[src/core/ring_consts.vh]
/*
 Constants for the ring 10G reconciler: control characters, preamble,
 gap length and fault timing. Included by the reconciler design file.
*/
`ifndef RING_CONSTS_VH
`define RING_CONSTS_VH
// ----------------------------------------------------------
// Control characters
// ----------------------------------------------------------
`define RM_IDLE 8'h07
`define RM_START 8'hFB
`define RM_TERM 8'hFD
`define RM_ERROR 8'hFE
`define RM_SEQ 8'h9C
// ----------------------------------------------------------
// Preamble bytes
// ----------------------------------------------------------
`define RM_PREAMBLE 8'h55
`define RM_SFD 8'hD5
// ----------------------------------------------------------
// Fault codes in lane 3 of a sequence ordered set
// ----------------------------------------------------------
`define RM_LOCAL_FAULT 8'h01
`define RM_REMOTE_FAULT 8'h02
// ----------------------------------------------------------
// Timing, in bytes and columns
// ----------------------------------------------------------
`define RM_MIN_GAP 5'h0C
`define RM_FAULT_QUIET 8'h80
`endif

[src/core/ring_10g_reconciler.v]
/*
 Reconciler between a ring MAC byte stream and a 32-bit plus 4-control
 lane interface, with a byte FIFO on the transmit path.
 Assumes tx_clk and rx_clk are far slower than sys_clk (each phase at
 least four sys_clk cycles) so edges can be found by sampling.
*/
`timescale 1ns/100ps
`include "ring_consts.vh"

module byte_fifo #(
    parameter W = 9,
    parameter AW = 2
) (
    // Clock and reset
    input wire sys_clk,
    input wire nrst,
    // Fill side
    input wire [W-1:0] in_data,
    input wire in_valid,
    output reg in_ready,
    // Drain side
    output wire [W-1:0] out_data,
    output wire out_valid,
    input wire out_ready
);
    localparam [AW:0] DEPTH = {1'b1, {AW{1'b0}}};
    reg [W-1:0] mem [0:DEPTH-1];
    reg [AW-1:0] wr_reg;
    reg [AW-1:0] rd_reg;
    reg [AW:0] cnt_reg;
    wire push = in_valid & in_ready;
    wire pop = out_valid & out_ready;
    wire [AW:0] cnt_next = cnt_reg + {{AW{1'b0}}, push} - {{AW{1'b0}}, pop};

    assign out_valid = (cnt_reg != {(AW+1){1'b0}});
    assign out_data = mem[rd_reg];

    always @(posedge sys_clk) begin
        if (push) begin
            mem[wr_reg] <= in_data;
        end
    end

    // Ready is registered so it can leave the top level from a flop
    always @(posedge sys_clk or negedge nrst) begin
        if (!nrst) begin
            wr_reg <= {AW{1'b0}};
            rd_reg <= {AW{1'b0}};
            cnt_reg <= {(AW+1){1'b0}};
            in_ready <= 1'b0;
        end else begin
            if (push) wr_reg <= wr_reg + 1'b1;
            if (pop) rd_reg <= rd_reg + 1'b1;
            cnt_reg <= cnt_next;
            in_ready <= (cnt_next < DEPTH);
        end
    end
endmodule // byte_fifo

module ring_10g_reconciler #(
    parameter FIFO_AW = 2
) (
    // Clock and reset
    input wire sys_clk,
    input wire nrst,
    // MAC transmit side
    input wire [7:0] tx_byte,
    input wire tx_byte_last,
    input wire frame_send_request,
    input wire [15:0] tx_len,
    output wire tx_byte_ready,
    output reg tx_ready_notice,
    output reg tx_ready_change,
    // Transmit lanes
    input wire tx_clk,
    output reg [31:0] txd,
    output reg [3:0] txc,
    // Receive lanes
    input wire rx_clk,
    input wire [31:0] rxd,
    input wire [3:0] rxc,
    // MAC receive side
    output reg [7:0] rx_byte,
    output reg rx_byte_valid,
    output reg frame_receive_notice,
    output reg rx_frame_error,
    output reg [15:0] rx_len,
    // Link status
    input wire signal_fail,
    output reg link_ok,
    output reg link_state_notice
);
    // ----------------------------------------------------------
    // Sampling of the outside inputs
    // ----------------------------------------------------------
    reg [2:0] txk_s;
    reg [2:0] rxk_s;
    reg [2:0] sf_s;
    reg [35:0] rxw_s1;
    reg [35:0] rxw_s2;
    reg sf_reg;
    wire tx_edge = ~txk_s[1] & txk_s[2];
    wire rx_edge = rxk_s[1] & ~rxk_s[2];

    // Data stays put for half a link period, so two stages suffice
    always @(posedge sys_clk or negedge nrst) begin
        if (!nrst) begin
            txk_s <= 3'h0;
            rxk_s <= 3'h0;
            sf_s <= 3'h0;
            rxw_s1 <= 36'h0;
            rxw_s2 <= 36'h0;
        end else begin
            txk_s <= {txk_s[1:0], tx_clk};
            rxk_s <= {rxk_s[1:0], rx_clk};
            sf_s <= {sf_s[1:0], signal_fail};
            rxw_s1 <= {rxc, rxd};
            rxw_s2 <= rxw_s1;
        end
    end

    // ----------------------------------------------------------
    // Transmit FIFO
    // ----------------------------------------------------------
    wire [8:0] fifo_out;
    wire fifo_valid;
    wire fifo_pop;
    // The length argument is deliberately left unread
    byte_fifo #(.W(9), .AW(FIFO_AW)) tx_fifo (
        .sys_clk(sys_clk),
        .nrst(nrst),
        .in_data({tx_byte_last, tx_byte}),
        .in_valid(frame_send_request),
        .in_ready(tx_byte_ready),
        .out_data(fifo_out),
        .out_valid(fifo_valid),
        .out_ready(fifo_pop)
    );

    // ----------------------------------------------------------
    // Transmit framing
    // ----------------------------------------------------------
    localparam [3:0] TS_IDLE = 4'b0001;
    localparam [3:0] TS_PRE = 4'b0010;
    localparam [3:0] TS_DATA = 4'b0100;
    localparam [3:0] TS_GAP = 4'b1000;
    reg [3:0] ts_reg;
    reg [31:0] asm_reg;
    reg [2:0] asm_cnt_reg;
    reg asm_last_reg;
    reg [4:0] gap_reg;
    reg [31:0] dw;
    reg [3:0] dc;
    integer i;

    assign fifo_pop = fifo_valid & ~asm_last_reg & (asm_cnt_reg != 3'h4) &
        (ts_reg[1] | ts_reg[2]) & ~tx_edge;

    // Lane i carries data, then terminate, idles after it; a starved
    // lane gets an error character rather than stale data
    always @* begin
        dw = 32'h0;
        dc = 4'h0;
        for (i = 0; i < 4; i = i + 1) begin
            if (i < asm_cnt_reg) begin
                dw[i*8 +: 8] = asm_reg[i*8 +: 8];
                dc[i] = 1'b0;
            end else if (asm_last_reg && i == asm_cnt_reg) begin
                dw[i*8 +: 8] = `RM_TERM;
                dc[i] = 1'b1;
            end else if (asm_last_reg) begin
                dw[i*8 +: 8] = `RM_IDLE;
                dc[i] = 1'b1;
            end else begin
                dw[i*8 +: 8] = `RM_ERROR;
                dc[i] = 1'b1;
            end
        end
    end

    // Words change on the falling link edge so they are stable at rising
    always @(posedge sys_clk or negedge nrst) begin
        if (!nrst) begin
            ts_reg <= TS_IDLE;
            txd <= {4{`RM_IDLE}};
            txc <= 4'hF;
            asm_reg <= 32'h0;
            asm_cnt_reg <= 3'h0;
            asm_last_reg <= 1'b0;
            gap_reg <= 5'h0;
        end else begin
            if (fifo_pop) begin
                asm_reg[asm_cnt_reg[1:0]*8 +: 8] <= fifo_out[7:0];
                asm_cnt_reg <= asm_cnt_reg + 3'h1;
                asm_last_reg <= fifo_out[8];
            end
            if (tx_edge) begin
                case (ts_reg)
                    TS_IDLE: begin
                        if (fifo_valid) begin
                            txd <= {{3{`RM_PREAMBLE}}, `RM_START};
                            txc <= 4'h1;
                            ts_reg <= TS_PRE;
                        end else begin
                            txd <= {4{`RM_IDLE}};
                            txc <= 4'hF;
                        end
                    end
                    TS_PRE: begin
                        txd <= {`RM_SFD, {3{`RM_PREAMBLE}}};
                        txc <= 4'h0;
                        ts_reg <= TS_DATA;
                    end
                    TS_DATA: begin
                        txd <= dw;
                        txc <= dc;
                        asm_cnt_reg <= 3'h0;
                        if (asm_last_reg && asm_cnt_reg != 3'h4) begin
                            asm_last_reg <= 1'b0;
                            gap_reg <= 5'h4 - {2'h0, asm_cnt_reg};
                            ts_reg <= TS_GAP;
                        end
                    end
                    TS_GAP: begin
                        txd <= {4{`RM_IDLE}};
                        txc <= 4'hF;
                        gap_reg <= gap_reg + 5'h4;
                        if (gap_reg >= `RM_MIN_GAP) begin
                            ts_reg <= TS_IDLE;
                        end
                    end
                    default: ts_reg <= TS_IDLE;
                endcase
            end
        end
    end

    // ----------------------------------------------------------
    // Transmit ready status
    // ----------------------------------------------------------
    wire ready_next = tx_ready_notice ?
        ~(frame_send_request & tx_byte_ready) :
        (ts_reg == TS_IDLE) & ~fifo_valid;

    // The MAC holds off its next frame while ready is low
    always @(posedge sys_clk or negedge nrst) begin
        if (!nrst) begin
            tx_ready_notice <= 1'b1;
            tx_ready_change <= 1'b0;
        end else begin
            tx_ready_notice <= ready_next;
            tx_ready_change <= ready_next ^ tx_ready_notice;
        end
    end

    // ----------------------------------------------------------
    // Receive deframing
    // ----------------------------------------------------------
    localparam [2:0] RS_IDLE = 3'b001;
    localparam [2:0] RS_PRE = 3'b010;
    localparam [2:0] RS_DATA = 3'b100;
    reg [2:0] rs_reg;
    reg [31:0] ub_data_reg;
    reg [3:0] ub_vld_reg;
    reg ub_end_reg;
    reg ub_err_reg;
    reg [1:0] fault_reg;
    reg [7:0] quiet_reg;
    reg [3:0] rmask;
    reg rend;
    reg rerr;
    reg [31:0] rdata;
    integer j;
    wire [31:0] rw = rxw_s2[31:0];
    wire [3:0] rc = rxw_s2[35:32];
    wire seq_col = rc == 4'h1 && rw[7:0] == `RM_SEQ;

    // Lanes up to the terminate are frame bytes; other controls are errors
    always @* begin
        rmask = 4'h0;
        rend = 1'b0;
        rerr = 1'b0;
        rdata = rw;
        for (j = 0; j < 4; j = j + 1) begin
            if (!rend) begin
                if (!rc[j]) begin
                    rmask[j] = 1'b1;
                end else if (rw[j*8 +: 8] == `RM_TERM) begin
                    rend = 1'b1;
                end else begin
                    rmask[j] = 1'b1;
                    rdata[j*8 +: 8] = `RM_ERROR;
                    rerr = 1'b1;
                end
            end
        end
    end

    always @(posedge sys_clk or negedge nrst) begin
        if (!nrst) begin
            rs_reg <= RS_IDLE;
            ub_data_reg <= 32'h0;
            ub_vld_reg <= 4'h0;
            ub_end_reg <= 1'b0;
            ub_err_reg <= 1'b0;
            rx_byte <= 8'h0;
            rx_byte_valid <= 1'b0;
            frame_receive_notice <= 1'b0;
            rx_frame_error <= 1'b0;
            rx_len <= 16'h0;
            fault_reg <= 2'h0;
            quiet_reg <= 8'h0;
        end else begin
            rx_byte <= ub_data_reg[7:0];
            rx_byte_valid <= ub_vld_reg[0];
            ub_data_reg <= {8'h0, ub_data_reg[31:8]};
            ub_vld_reg <= {1'b0, ub_vld_reg[3:1]};
            frame_receive_notice <= 1'b0;
            rx_len <= 16'h0;
            if (ub_end_reg && ub_vld_reg == 4'h0) begin
                frame_receive_notice <= 1'b1;
                rx_frame_error <= ub_err_reg;
                ub_end_reg <= 1'b0;
                ub_err_reg <= 1'b0;
            end
            if (rx_edge) begin
                case (rs_reg)
                    RS_IDLE: begin
                        // Idles and ordered sets deliver nothing
                        if (rc[0] && rw[7:0] == `RM_START) begin
                            rs_reg <= RS_PRE;
                        end
                    end
                    RS_PRE: rs_reg <= RS_DATA;
                    RS_DATA: begin
                        ub_data_reg <= rdata;
                        ub_vld_reg <= rmask;
                        ub_err_reg <= ub_err_reg | rerr;
                        if (rend) begin
                            ub_end_reg <= 1'b1;
                            rs_reg <= RS_IDLE;
                        end
                    end
                    default: rs_reg <= RS_IDLE;
                endcase
                // Fault clears after a quiet stretch of columns
                if (seq_col && rw[31:24] == `RM_LOCAL_FAULT) begin
                    fault_reg <= 2'h1;
                    quiet_reg <= 8'h0;
                end else if (seq_col && rw[31:24] == `RM_REMOTE_FAULT) begin
                    fault_reg <= 2'h2;
                    quiet_reg <= 8'h0;
                end else if (quiet_reg == `RM_FAULT_QUIET - 8'h1) begin
                    fault_reg <= 2'h0;
                end else begin
                    quiet_reg <= quiet_reg + 8'h1;
                end
            end
        end
    end

    // ----------------------------------------------------------
    // Link status
    // ----------------------------------------------------------
    reg [1:0] fault_seen_reg;
    wire sf_next = (sf_s[1] == sf_s[2]) ? sf_s[2] : sf_reg;

    // Status is a single bit: there is no degrade value to report
    always @(posedge sys_clk or negedge nrst) begin
        if (!nrst) begin
            sf_reg <= 1'b0;
            fault_seen_reg <= 2'h0;
            link_ok <= 1'b0;
            link_state_notice <= 1'b0;
        end else begin
            sf_reg <= sf_next;
            fault_seen_reg <= fault_reg;
            link_ok <= (fault_reg == 2'h0) & ~sf_next;
            link_state_notice <= (fault_seen_reg != fault_reg) |
                (sf_next != sf_reg);
        end
    end
endmodule // ring_10g_reconciler

[config.mk]
export PLATFORM = sky130hd
export DESIGN_NAME = ring_10g_reconciler
export DESIGN_NICKNAME = d
export VERILOG_FILES = /design/src/core/ring_10g_reconciler.v
export VERILOG_INCLUDE_DIRS = /design/src /design/src/core
export SDC_FILE = /design/constraint.sdc
export NUM_CORES = 1
export LEC_CHECK = 0
export ABC_AREA = 1
export BUFFER_PORTS_ARGS = -buffer_cell sky130_fd_sc_hd__buf_2
export CAP_MARGIN = 20
export CORE_MARGIN = 5
export CORE_UTILIZATION = 40
export CTS_CLUSTER_DIAMETER = 200
export CTS_CLUSTER_SIZE = 12
export DETAILED_ROUTE_END_ITERATION = 16
export GPL_ROUTABILITY_DRIVEN = 0
export GPL_TIMING_DRIVEN = 0
export SYNTH_ARGS = -nofsm -noshare
export SYNTH_HDL_FRONTEND = slang
export SYNTH_SLANG_ARGS = --single-unit
[constraint.sdc]
create_clock -name sys_clk -period 2.5 [get_ports sys_clk]
set_input_delay 0.625 -clock sys_clk [delete_from_list [all_inputs] [get_ports sys_clk]]
set_output_delay 0.625 -clock sys_clk [all_outputs]
set_load 0.02 [all_outputs]
==> Implementation_results.wiki, run 1 <==
{| class="wikitable"
! Metric !! Value
|-
| Top Registers || rxw_s1: 36 flops, rxw_s2: 36 flops, tx_fifo.mem: 36 flops
|-
| Crit. Startpoint || asm_cnt_reg[0]
|-
| Static Leakage || 6.531 nW
|-
| Largest net degree at the start of global routing || 103
|-
| Most frequent cell after synthesis || sky130_fd_sc_hd__nand2_1
|-
| Final Skew || 0.01347 ns
|-
| Share of post-route cells with drive strength above 1 || 18.76%
|-
| P&R area growth vs syn || 17.45%
|-
| Post-synthesis register bit count || 275
|-
| Via count || about 7600
|-
| Final-layout setup total negative slack || 0 ns
|-
| Final hold vios || 0
|-
| Number of antenna repair diodes || 0
|-
| WL final || 23560 um
|-
| Rows || 60
|-
| Number of nets at the end of the flow || 1354
|-
| Clock latency on the worst-skew pair || 0.52 ns
|-
| DIE AREA || 0.03093 mm^2
|-
| Maximum clock frequency || around 0.43 GHz
|-
| Transition time of the tightest slew-check pin || around 0.9 ns
|-
| Reg power frac || 43.8%
|-
| R2r setup slk || ~0.15 ns
|-
| Vias in the first global route || between 7000 and 8000
|-
| Register area share after synthesis || around 64%
|-
| Count of input and output buffers || around 100
|-
| Die height || roughly 180 um
|-
| Maximum fanout count along the critical path || 12
|-
| Number of buffers on the longest clock path || 3
|-
| Clock tree root buffer cell || sky130_fd_sc_hd__clkbuf_16
|-
| Dominant register cell in the synthesized netlist || sky130_fd_sc_hd__dfrtp_1
|-
| WP data required || 2.91 ns
|-
| Part of the total power dissipated in combinational logic || 30.7%
|-
| Worst setup path end || tx_fifo.cnt_reg[2]
|-
| Largest incremental delay on the critical path || 0.39 ns
|-
| Num CTS Buffers || 26
|-
| Crit-path cells || buf_6 > inv_8 > ha_4 > ha_2 > nor2_2 > nand3_2 > nor2_4 > ha_1 > inv_1 > ha_1 > fa_2 > xnor2_2 > inv_1
|-
| Element type at the critical path end || flop
|-
| Clock edge transition at the registers on the reported setup and hold paths || 0.06 ns
|-
| Clk network pwr share || 25.4%
|-
| Commonest cells post-synth || 316 x sky130_fd_sc_hd__nand2_1, 220 x sky130_fd_sc_hd__dfrtp_1, 106 x sky130_fd_sc_hd__nor2_1
|-
| Final routed wire length divided by cell count || roughly 14 um
|-
| Startpoint Class || flop
|-
| Reported net switching power || 5.002 mW
|-
| Distinct cell type count of the synthesized netlist || 41
|-
| Launch point of the worst reg-to-reg path || asm_cnt_reg[0]
|-
| Initial Util || 40.71%
|-
| Reg-to-Reg End || tx_fifo.cnt_reg[2]
|-
| Final setup viols || 0
|-
| Core box area || 0.02703 mm^2
|-
| VDD IR max || around 0.76 mV
|-
| Final slew viol count || 0
|-
| Number of design rule violations left after detail routing || 0
|-
| CP max-delay cell || sky130_fd_sc_hd__dfrtp_1
|-
| Cell type with the highest aggregate area in the netlist || sky130_fd_sc_hd__dfrtp_1
|-
| Crit path time final || approximately 2.3 ns
|-
| GR met2 Demand/Resource || 23.59%
|-
| Unrepaired setup endpoints after global routing || no
|-
| GRT Max-Usage Layer || met2
|-
| Filler cell count || 2577
|-
| Warning count from the yosys run || 0
|-
| Relative slew margins || roughly two fifths
|-
| Average via count per standard cell || between 4 and 5
|-
| GR Layer Usage met3 || 2.626%
|-
| Count of flip-flops with a built-in enable after synthesis || 36
|-
| Starting DRC count in detailed routing || 531
|-
| Ys async rst share || 86.91%
|-
| Portion of synthesized cell area occupied by the leading cell type || 50.03%
|-
| Number of H-tree branching levels || 1
|-
| Class of the worst hold path || in -> async
|-
| Post-Syn Instances || 1115
|-
| Multi-input gate area || 0.003392 mm^2
|-
| Post-detail-place hpwl || 16810 um
|-
| Overall routing resource usage || 15.33%
|-
| Overall die width || between 150 and 200 um
|-
| Reg2Reg Depth || 13
|-
| Status || completed
|-
| Remaining number of nets flagged by the antenna check after routing || 0
|-
| Flip-flop and latch area || slightly above 0.007 mm^2
|-
| Power density over the cells || 1091 mW/mm^2
|-
| First-pass GRT wire length || 39230 um
|-
| Final worst path period share || a little over nine tenths
|-
| Switching part of the total || 35.46%
|-
| Arr. time, crit path || 2.76 ns
|-
| Power Internal || ~9.1 mW
|-
| Type of the worst setup path || reg -> reg
|-
| First-pass iteration count of the detailed router || 5
|-
| Clk sinks || 275
|-
| Post-layout util || about 48%
|-
| Area of the mapped netlist || 0.01100 mm^2
|-
| Ranking of synthesized cells by area || sky130_fd_sc_hd__dfrtp_1 50%, sky130_fd_sc_hd__nand2_1 11%, sky130_fd_sc_hd__edfxtp_1 9.8%
|-
| Maximum capacitance violations || 0
|-
| CTS tree || done
|-
| Syn avg cell area || 9.868 um^2
|-
| Cts hold-fix bufs || 0
|-
| Ports || 135
|-
| Met1 track utilization from global routing || between 20% and 30%
|-
| Antenna violations before repair || 0
|-
| GR Overflow Total || 0
|}
-- metal layers --
| layer | share of wire [%] | vias to the layer above |
|---|---|---|
| li1 | - | 3869 |
| met4 | 1.4 | 0 |
| met5 | 0 | - |
| met1 | 50 | 3580 |
| met2 | 44 | 163 |
| met3 | 4.7 | 29 |
-- logic make-up after synthesis --
kind of cell / count (synthesis) / synth area share [%]
simple gates: 550 / 20.95
flops: 275 / 64.40
buf+inv: 138 / 5.583
compound gates: 126 / 6.402
fa+ha+maj: 17 / 2.001
xor+xnor: 8 / 0.6368
other cells: 1 / 0.03408
-- worst min path at each step --
stage	start	end	slack [ns]	cells past startpoint
floorplan	nrst	asm_cnt_reg[0]	0.33	0
CTS	nrst	rx_byte[7]	0.02	1
global placement	rxw_s1[24]	rxw_s2[24]	0.33	0
finish	nrst	rx_byte[7]	0.02	1
global route	nrst	rx_byte[7]	0.04	1
detailed placement	ub_data_reg[2]	rx_byte[2]	0.33	0
-- cell type report --
type | count | area share, %
flip-flops and latches | 275 | 54.84
multi-input cells | 717 | 26.25
clock buffers | 48 | 5.838
repair buffers | 112 | 4.918
well taps | 341 | 3.301
inverters | 98 | 2.904
plain buffers | 40 | 1.956
-- critical path: cells and delay by family, from the launching register on --
kind / cells / cell delay [ns]
adder cells (fa/ha/maj): 5 / 1.20
XOR/XNOR: 1 / 0.19
buffers and inverters: 4 / 0.30
AND/OR/NAND/NOR: 3 / 0.17
flip-flops: 1 / 0.39
-- placed cells by master (no fill, tap or decap), drive strengths merged, types with 2 or more instances in the layout --
master / count
a211oi: 2
nand4: 9
a22o: 3
edfxtp: 36
nor3: 18
nand3: 73
ha: 16
clkbuf: 53
conb: 16
nor2: 114
dfrtp: 220
clkinv: 2
o31ai: 9
buf: 147
or2: 14
xnor2: 3
nand2: 320
o211ai: 10
inv: 96
a21oi: 40
xor2: 5
dfstp: 19
o21ai: 58
o22ai: 2
-- through the flow --
| step | power [mW] | hold slack, ns | setup slack [ns] | area [um^2] | cells |
|---|---|---|---|---|---|
| after global routing | 15.11 | 0.03719 | 0.01823 | 12920 | 1631 |
| after detailed placement | 10.45 | 0.3347 | -0.3473 | 12070 | 1575 |
| after CTS | 14.20 | 0.01634 | 0.01922 | 12870 | 1626 |
| final | 14.10 | 0.01531 | 0.1524 | 12920 | 1631 |
| after global placement | 10.39 | 0.3324 | -3.326 | 12010 | 1573 |
| after floorplan | 9.037 | 0.3294 | 0.01468 | 11070 | 1130 |
-- power groups by stage --
stage	Sequential, mW	Clock [mW]	Combinational, mW
finish	6.18	3.59	4.33
CTS	6.18	3.72	4.30
global route	6.30	3.88	4.93
global placement	6.25	0	4.14
floorplan	6.50	0	2.53
detailed placement	6.25	0	4.20
-- timing repair --
| item | CTS | global route |
|---|---|---|
| pin swaps | 1 | 1 |
| setup endpoints to repair | 3 | 2 |
| cloned | 0 | 0 |
| setup buffers | 3 | 5 |
| resized for setup | 5 | 5 |
(Power assumes the default switching activity.)
==> run 2: changes to the inputs <==
--- a/config.mk
+++ b/config.mk
@@ -16,6 +16,7 @@
 export DETAILED_ROUTE_END_ITERATION = 16
 export GPL_ROUTABILITY_DRIVEN = 0
 export GPL_TIMING_DRIVEN = 0
+export HOLD_SLACK_MARGIN = 0.15
 export SYNTH_ARGS = -nofsm -noshare
 export SYNTH_HDL_FRONTEND = slang
 export SYNTH_SLANG_ARGS = --single-unit
==> constraint.sdc (replaced) <==
create_clock -name sys_clk -period 2.6 [get_ports sys_clk]
set_input_delay 0.65 -clock sys_clk [delete_from_list [all_inputs] [get_ports sys_clk]]
set_output_delay 0.65 -clock sys_clk [all_outputs]
set_load 0.02 [all_outputs]
==> Implementation_results.wiki, run 2 (synthesis results as in run 1) <==
{| class="wikitable"
! Metric !! Value
|-
| GR Overflow Total || 0 (unchanged)
|-
| CTS tree || done (unchanged)
|-
| Initial Util || 40.71% (unchanged)
|-
| Unrepaired setup endpoints after global routing || no (unchanged)
|-
| Clock tree root buffer cell || sky130_fd_sc_hd__clkbuf_16 (unchanged)
|-
| Static Leakage || 6.526 nW (was 6.531 nW)
|-
| Crit path time final || 2.483 ns (was 2.348 ns)
|-
| VDD IR max || 0.5507 mV (was 0.7614 mV)
|-
| Cell depth of the worst hold path || 1
|-
| Vias in the first global route || 7571 (was 7499)
|-
| Clock latency on the worst-skew pair || 0.53 ns (was 0.52 ns)
|-
| Worst Hold End || rxw_s1[33]
|-
| Power density over the cells || 1049 mW/mm^2 (was 1091 mW/mm^2)
|-
| Startpoint Class || flop (unchanged)
|-
| Maximum clock frequency || 0.4027 GHz (was 0.4260 GHz)
|-
| Post-detail-place hpwl || 16930 um (was 16810 um)
|-
| Total placed instance area || 0.01207 mm^2 (about the same)
|-
| Count of input and output buffers || 102 (unchanged)
|-
| Final cell area excluding filler cells || 0.01291 mm^2 (was 0.01292 mm^2)
|-
| Largest net degree at the start of global routing || 101 (was 103)
|-
| Commonest non-fill, non-tap cells in the layout || 316 x sky130_fd_sc_hd__nand2_1, 219 x sky130_fd_sc_hd__dfrtp_1, 117 x sky130_fd_sc_hd__buf_2 (unchanged)
|-
| Setup slack at placement || -0.4465 ns (was -0.3473 ns)
|-
| Reg-to-Reg End || tx_fifo.cnt_reg[2] (unchanged)
|-
| Ports || 135 (unchanged)
|-
| Final hold vios || 0 (unchanged)
|-
| Num CTS Buffers || 26 (unchanged)
|-
| Type of the worst setup path || reg -> reg (unchanged)
|-
| Element type at the critical path end || flop (unchanged)
|-
| Core box area || 0.02703 mm^2 (unchanged)
|-
| Top Registers || rxw_s1: 36 flops, rxw_s2: 36 flops, tx_fifo.mem: 36 flops (unchanged)
|-
| WL final || 23580 um (was 23560 um)
|-
| Relative slew margins || 40.86% (was 38.59%)
|-
| Number of H-tree branching levels || 1 (unchanged)
|-
| WP data required || 3.02 ns (was 2.91 ns)
|-
| Clk sinks || 275 (unchanged)
|-
| Most frequent standard cell in the layout excluding fill and tap cells || sky130_fd_sc_hd__nand2_1 (unchanged)
|-
| Overall die width || 175.9 um (unchanged)
|-
| Final setup slack of the worst path || 0.1171 ns (was 0.1524 ns)
|-
| Remaining number of nets flagged by the antenna check after routing || 0 (unchanged)
|-
| Average via count per standard cell || 4.718 (was 4.685)
|-
| Post-layout util || 47.79% (was 47.82%)
|-
| Maximum capacitance violations || 0 (unchanged)
|-
| Status || completed (unchanged)
|-
| Hold Startpoint || rxc[1]
|-
| Arr. time, crit path || 2.90 ns (was 2.76 ns)
|-
| Final setup viols || 0 (unchanged)
|-
| Die height || 175.9 um (unchanged)
|-
| Number of nets at the end of the flow || 1354 (unchanged)
|-
| Final routed wire length divided by cell count || 14.46 um (was 14.44 um)
|-
| Share of post-route cells with drive strength above 1 || 18.37% (was 18.76%)
|-
| Final worst path period share || 95.50% (was 93.91%)
|-
| Reg2Reg Depth || 13 (unchanged)
|-
| Number of design rule violations left after detail routing || 0 (unchanged)
|-
| Antenna violations before repair || 0 (unchanged)
|-
| Final slew viol count || 0 (unchanged)
|-
| First-pass iteration count of the detailed router || 5 (unchanged)
|-
| Final Skew || 0.01333 ns (was 0.01347 ns)
|-
| Rows || 60 (unchanged)
|-
| Clock edge transition at the registers on the reported setup and hold paths || 0.06 ns (about the same)
|-
| Class of the worst hold path || in -> reg (was in -> async)
|-
| R2r setup slk || 0.12 ns (was 0.15 ns)
|-
| Via count || 7695 (was 7641)
|-
| Overall routing resource usage || 15.45% (was 15.33%)
|-
| Number of antenna repair diodes || 0 (unchanged)
|-
| Transition time of the tightest slew-check pin || 0.8838 ns (was 0.9177 ns)
|-
| DIE AREA || 0.03093 mm^2 (unchanged)
|-
| Overall power after layout || 13.55 mW (was 14.10 mW)
|-
| P&R area growth vs syn || 17.38% (was 17.45%)
|-
| First-pass GRT wire length || 39420 um (was 39230 um)
|-
| Number of buffers on the longest clock path || 3 (unchanged)
|-
| Maximum fanout count along the critical path || 12 (unchanged)
|-
| Starting DRC count in detailed routing || 590 (was 531)
|-
| Launch point of the worst reg-to-reg path || asm_cnt_reg[0] (unchanged)
|}
-- run 2: cell types whose count changed in the layout (fill, tap and decap cells not counted), sizes merged --
cell         change
inv              -1
buf              -1
clkinvlp         +1
dlygate4sd3      +1
-- run 2: timing repair --
action | in CTS | in global routing
endpoints found under the hold margin | 71 | 0
resized for setup | 5 | 2
hold buffers | 1 | 0
pin swaps | 1 | 1
setup endpoints to repair | 5 | 2
buffers inserted | 2 | 5
-- run 2: through the flow --
stage                     setup TNS [ns]  std cells  hold WS, ns
after global placement           -743.79       1573       0.3334
after global routing                   0       1631       0.2012
after CTS                              0       1626       0.2055
final                                  0       1631       0.2256
after floorplan                        0       1130       0.3312
after detailed placement          -1.076       1575       0.3347
-- run 2: worst max path at each step --
stage | start | end | slack, ns | cells past startpoint
final | asm_cnt_reg[0] | tx_fifo.cnt_reg[2] | 0.12 | 13
after global routing | asm_cnt_reg[0] | tx_fifo.cnt_reg[2] | 0.02 | 13
after CTS | asm_cnt_reg[0] | tx_fifo.cnt_reg[2] | 0.0003 | 13
after detailed placement | asm_cnt_reg[0] | tx_fifo.cnt_reg[2] | -0.45 | 13
after global placement | nrst | txd[19] | -3.25 | 1
after floorplan | asm_cnt_reg[0] | tx_fifo.cnt_reg[2] | 0.002 | 13
-- run 2: final cells by class --
| cell class | count | area, um^2 |
|---|---|---|
| inverters | 98 | 376.6 |
| multi-input cells | 717 | 3379 |
| flip-flops and latches | 275 | 7087 |
| fillers | 2562 | 14110 |
| clock buffers | 48 | 754.5 |
| well taps | 341 | 426.7 |
| plain buffers | 40 | 252.7 |
| repair buffers | 112 | 638.1 |
-- run 2: per-layer routing --
layer | up-vias | wire (um) | GRT usage, %
met5 | - | 0 | 0
met4 | 0 | 496 | 3.704
met3 | 42 | 1108 | 2.561
met2 | 148 | 10390 | 23.96
met1 | 3639 | 11590 | 22.90
li1 | 3866 | - | -
-- run 2: worst max-delay path, stage by stage, from the launching register on --
cell and delay, ns:
sky130_fd_sc_hd__dfrtp_1 0.39, sky130_fd_sc_hd__buf_6 0.13, sky130_fd_sc_hd__inv_6 0.10, sky130_fd_sc_hd__ha_4 0.18, sky130_fd_sc_hd__ha_1 0.16, sky130_fd_sc_hd__nor2_1 0.05
sky130_fd_sc_hd__nand3_1 0.13, sky130_fd_sc_hd__nor2_4 0.05, sky130_fd_sc_hd__ha_1 0.28, sky130_fd_sc_hd__inv_1 0.04, sky130_fd_sc_hd__ha_1 0.20, sky130_fd_sc_hd__fa_1 0.44
sky130_fd_sc_hd__xnor2_2 0.17, sky130_fd_sc_hd__inv_1 0.05
-- run 2: where the power goes --
part           switching (mW)  internal, mW
clock network            1.53          1.94
logic                    2.74          1.41
registers               0.535          5.40
total                    4.81          8.74
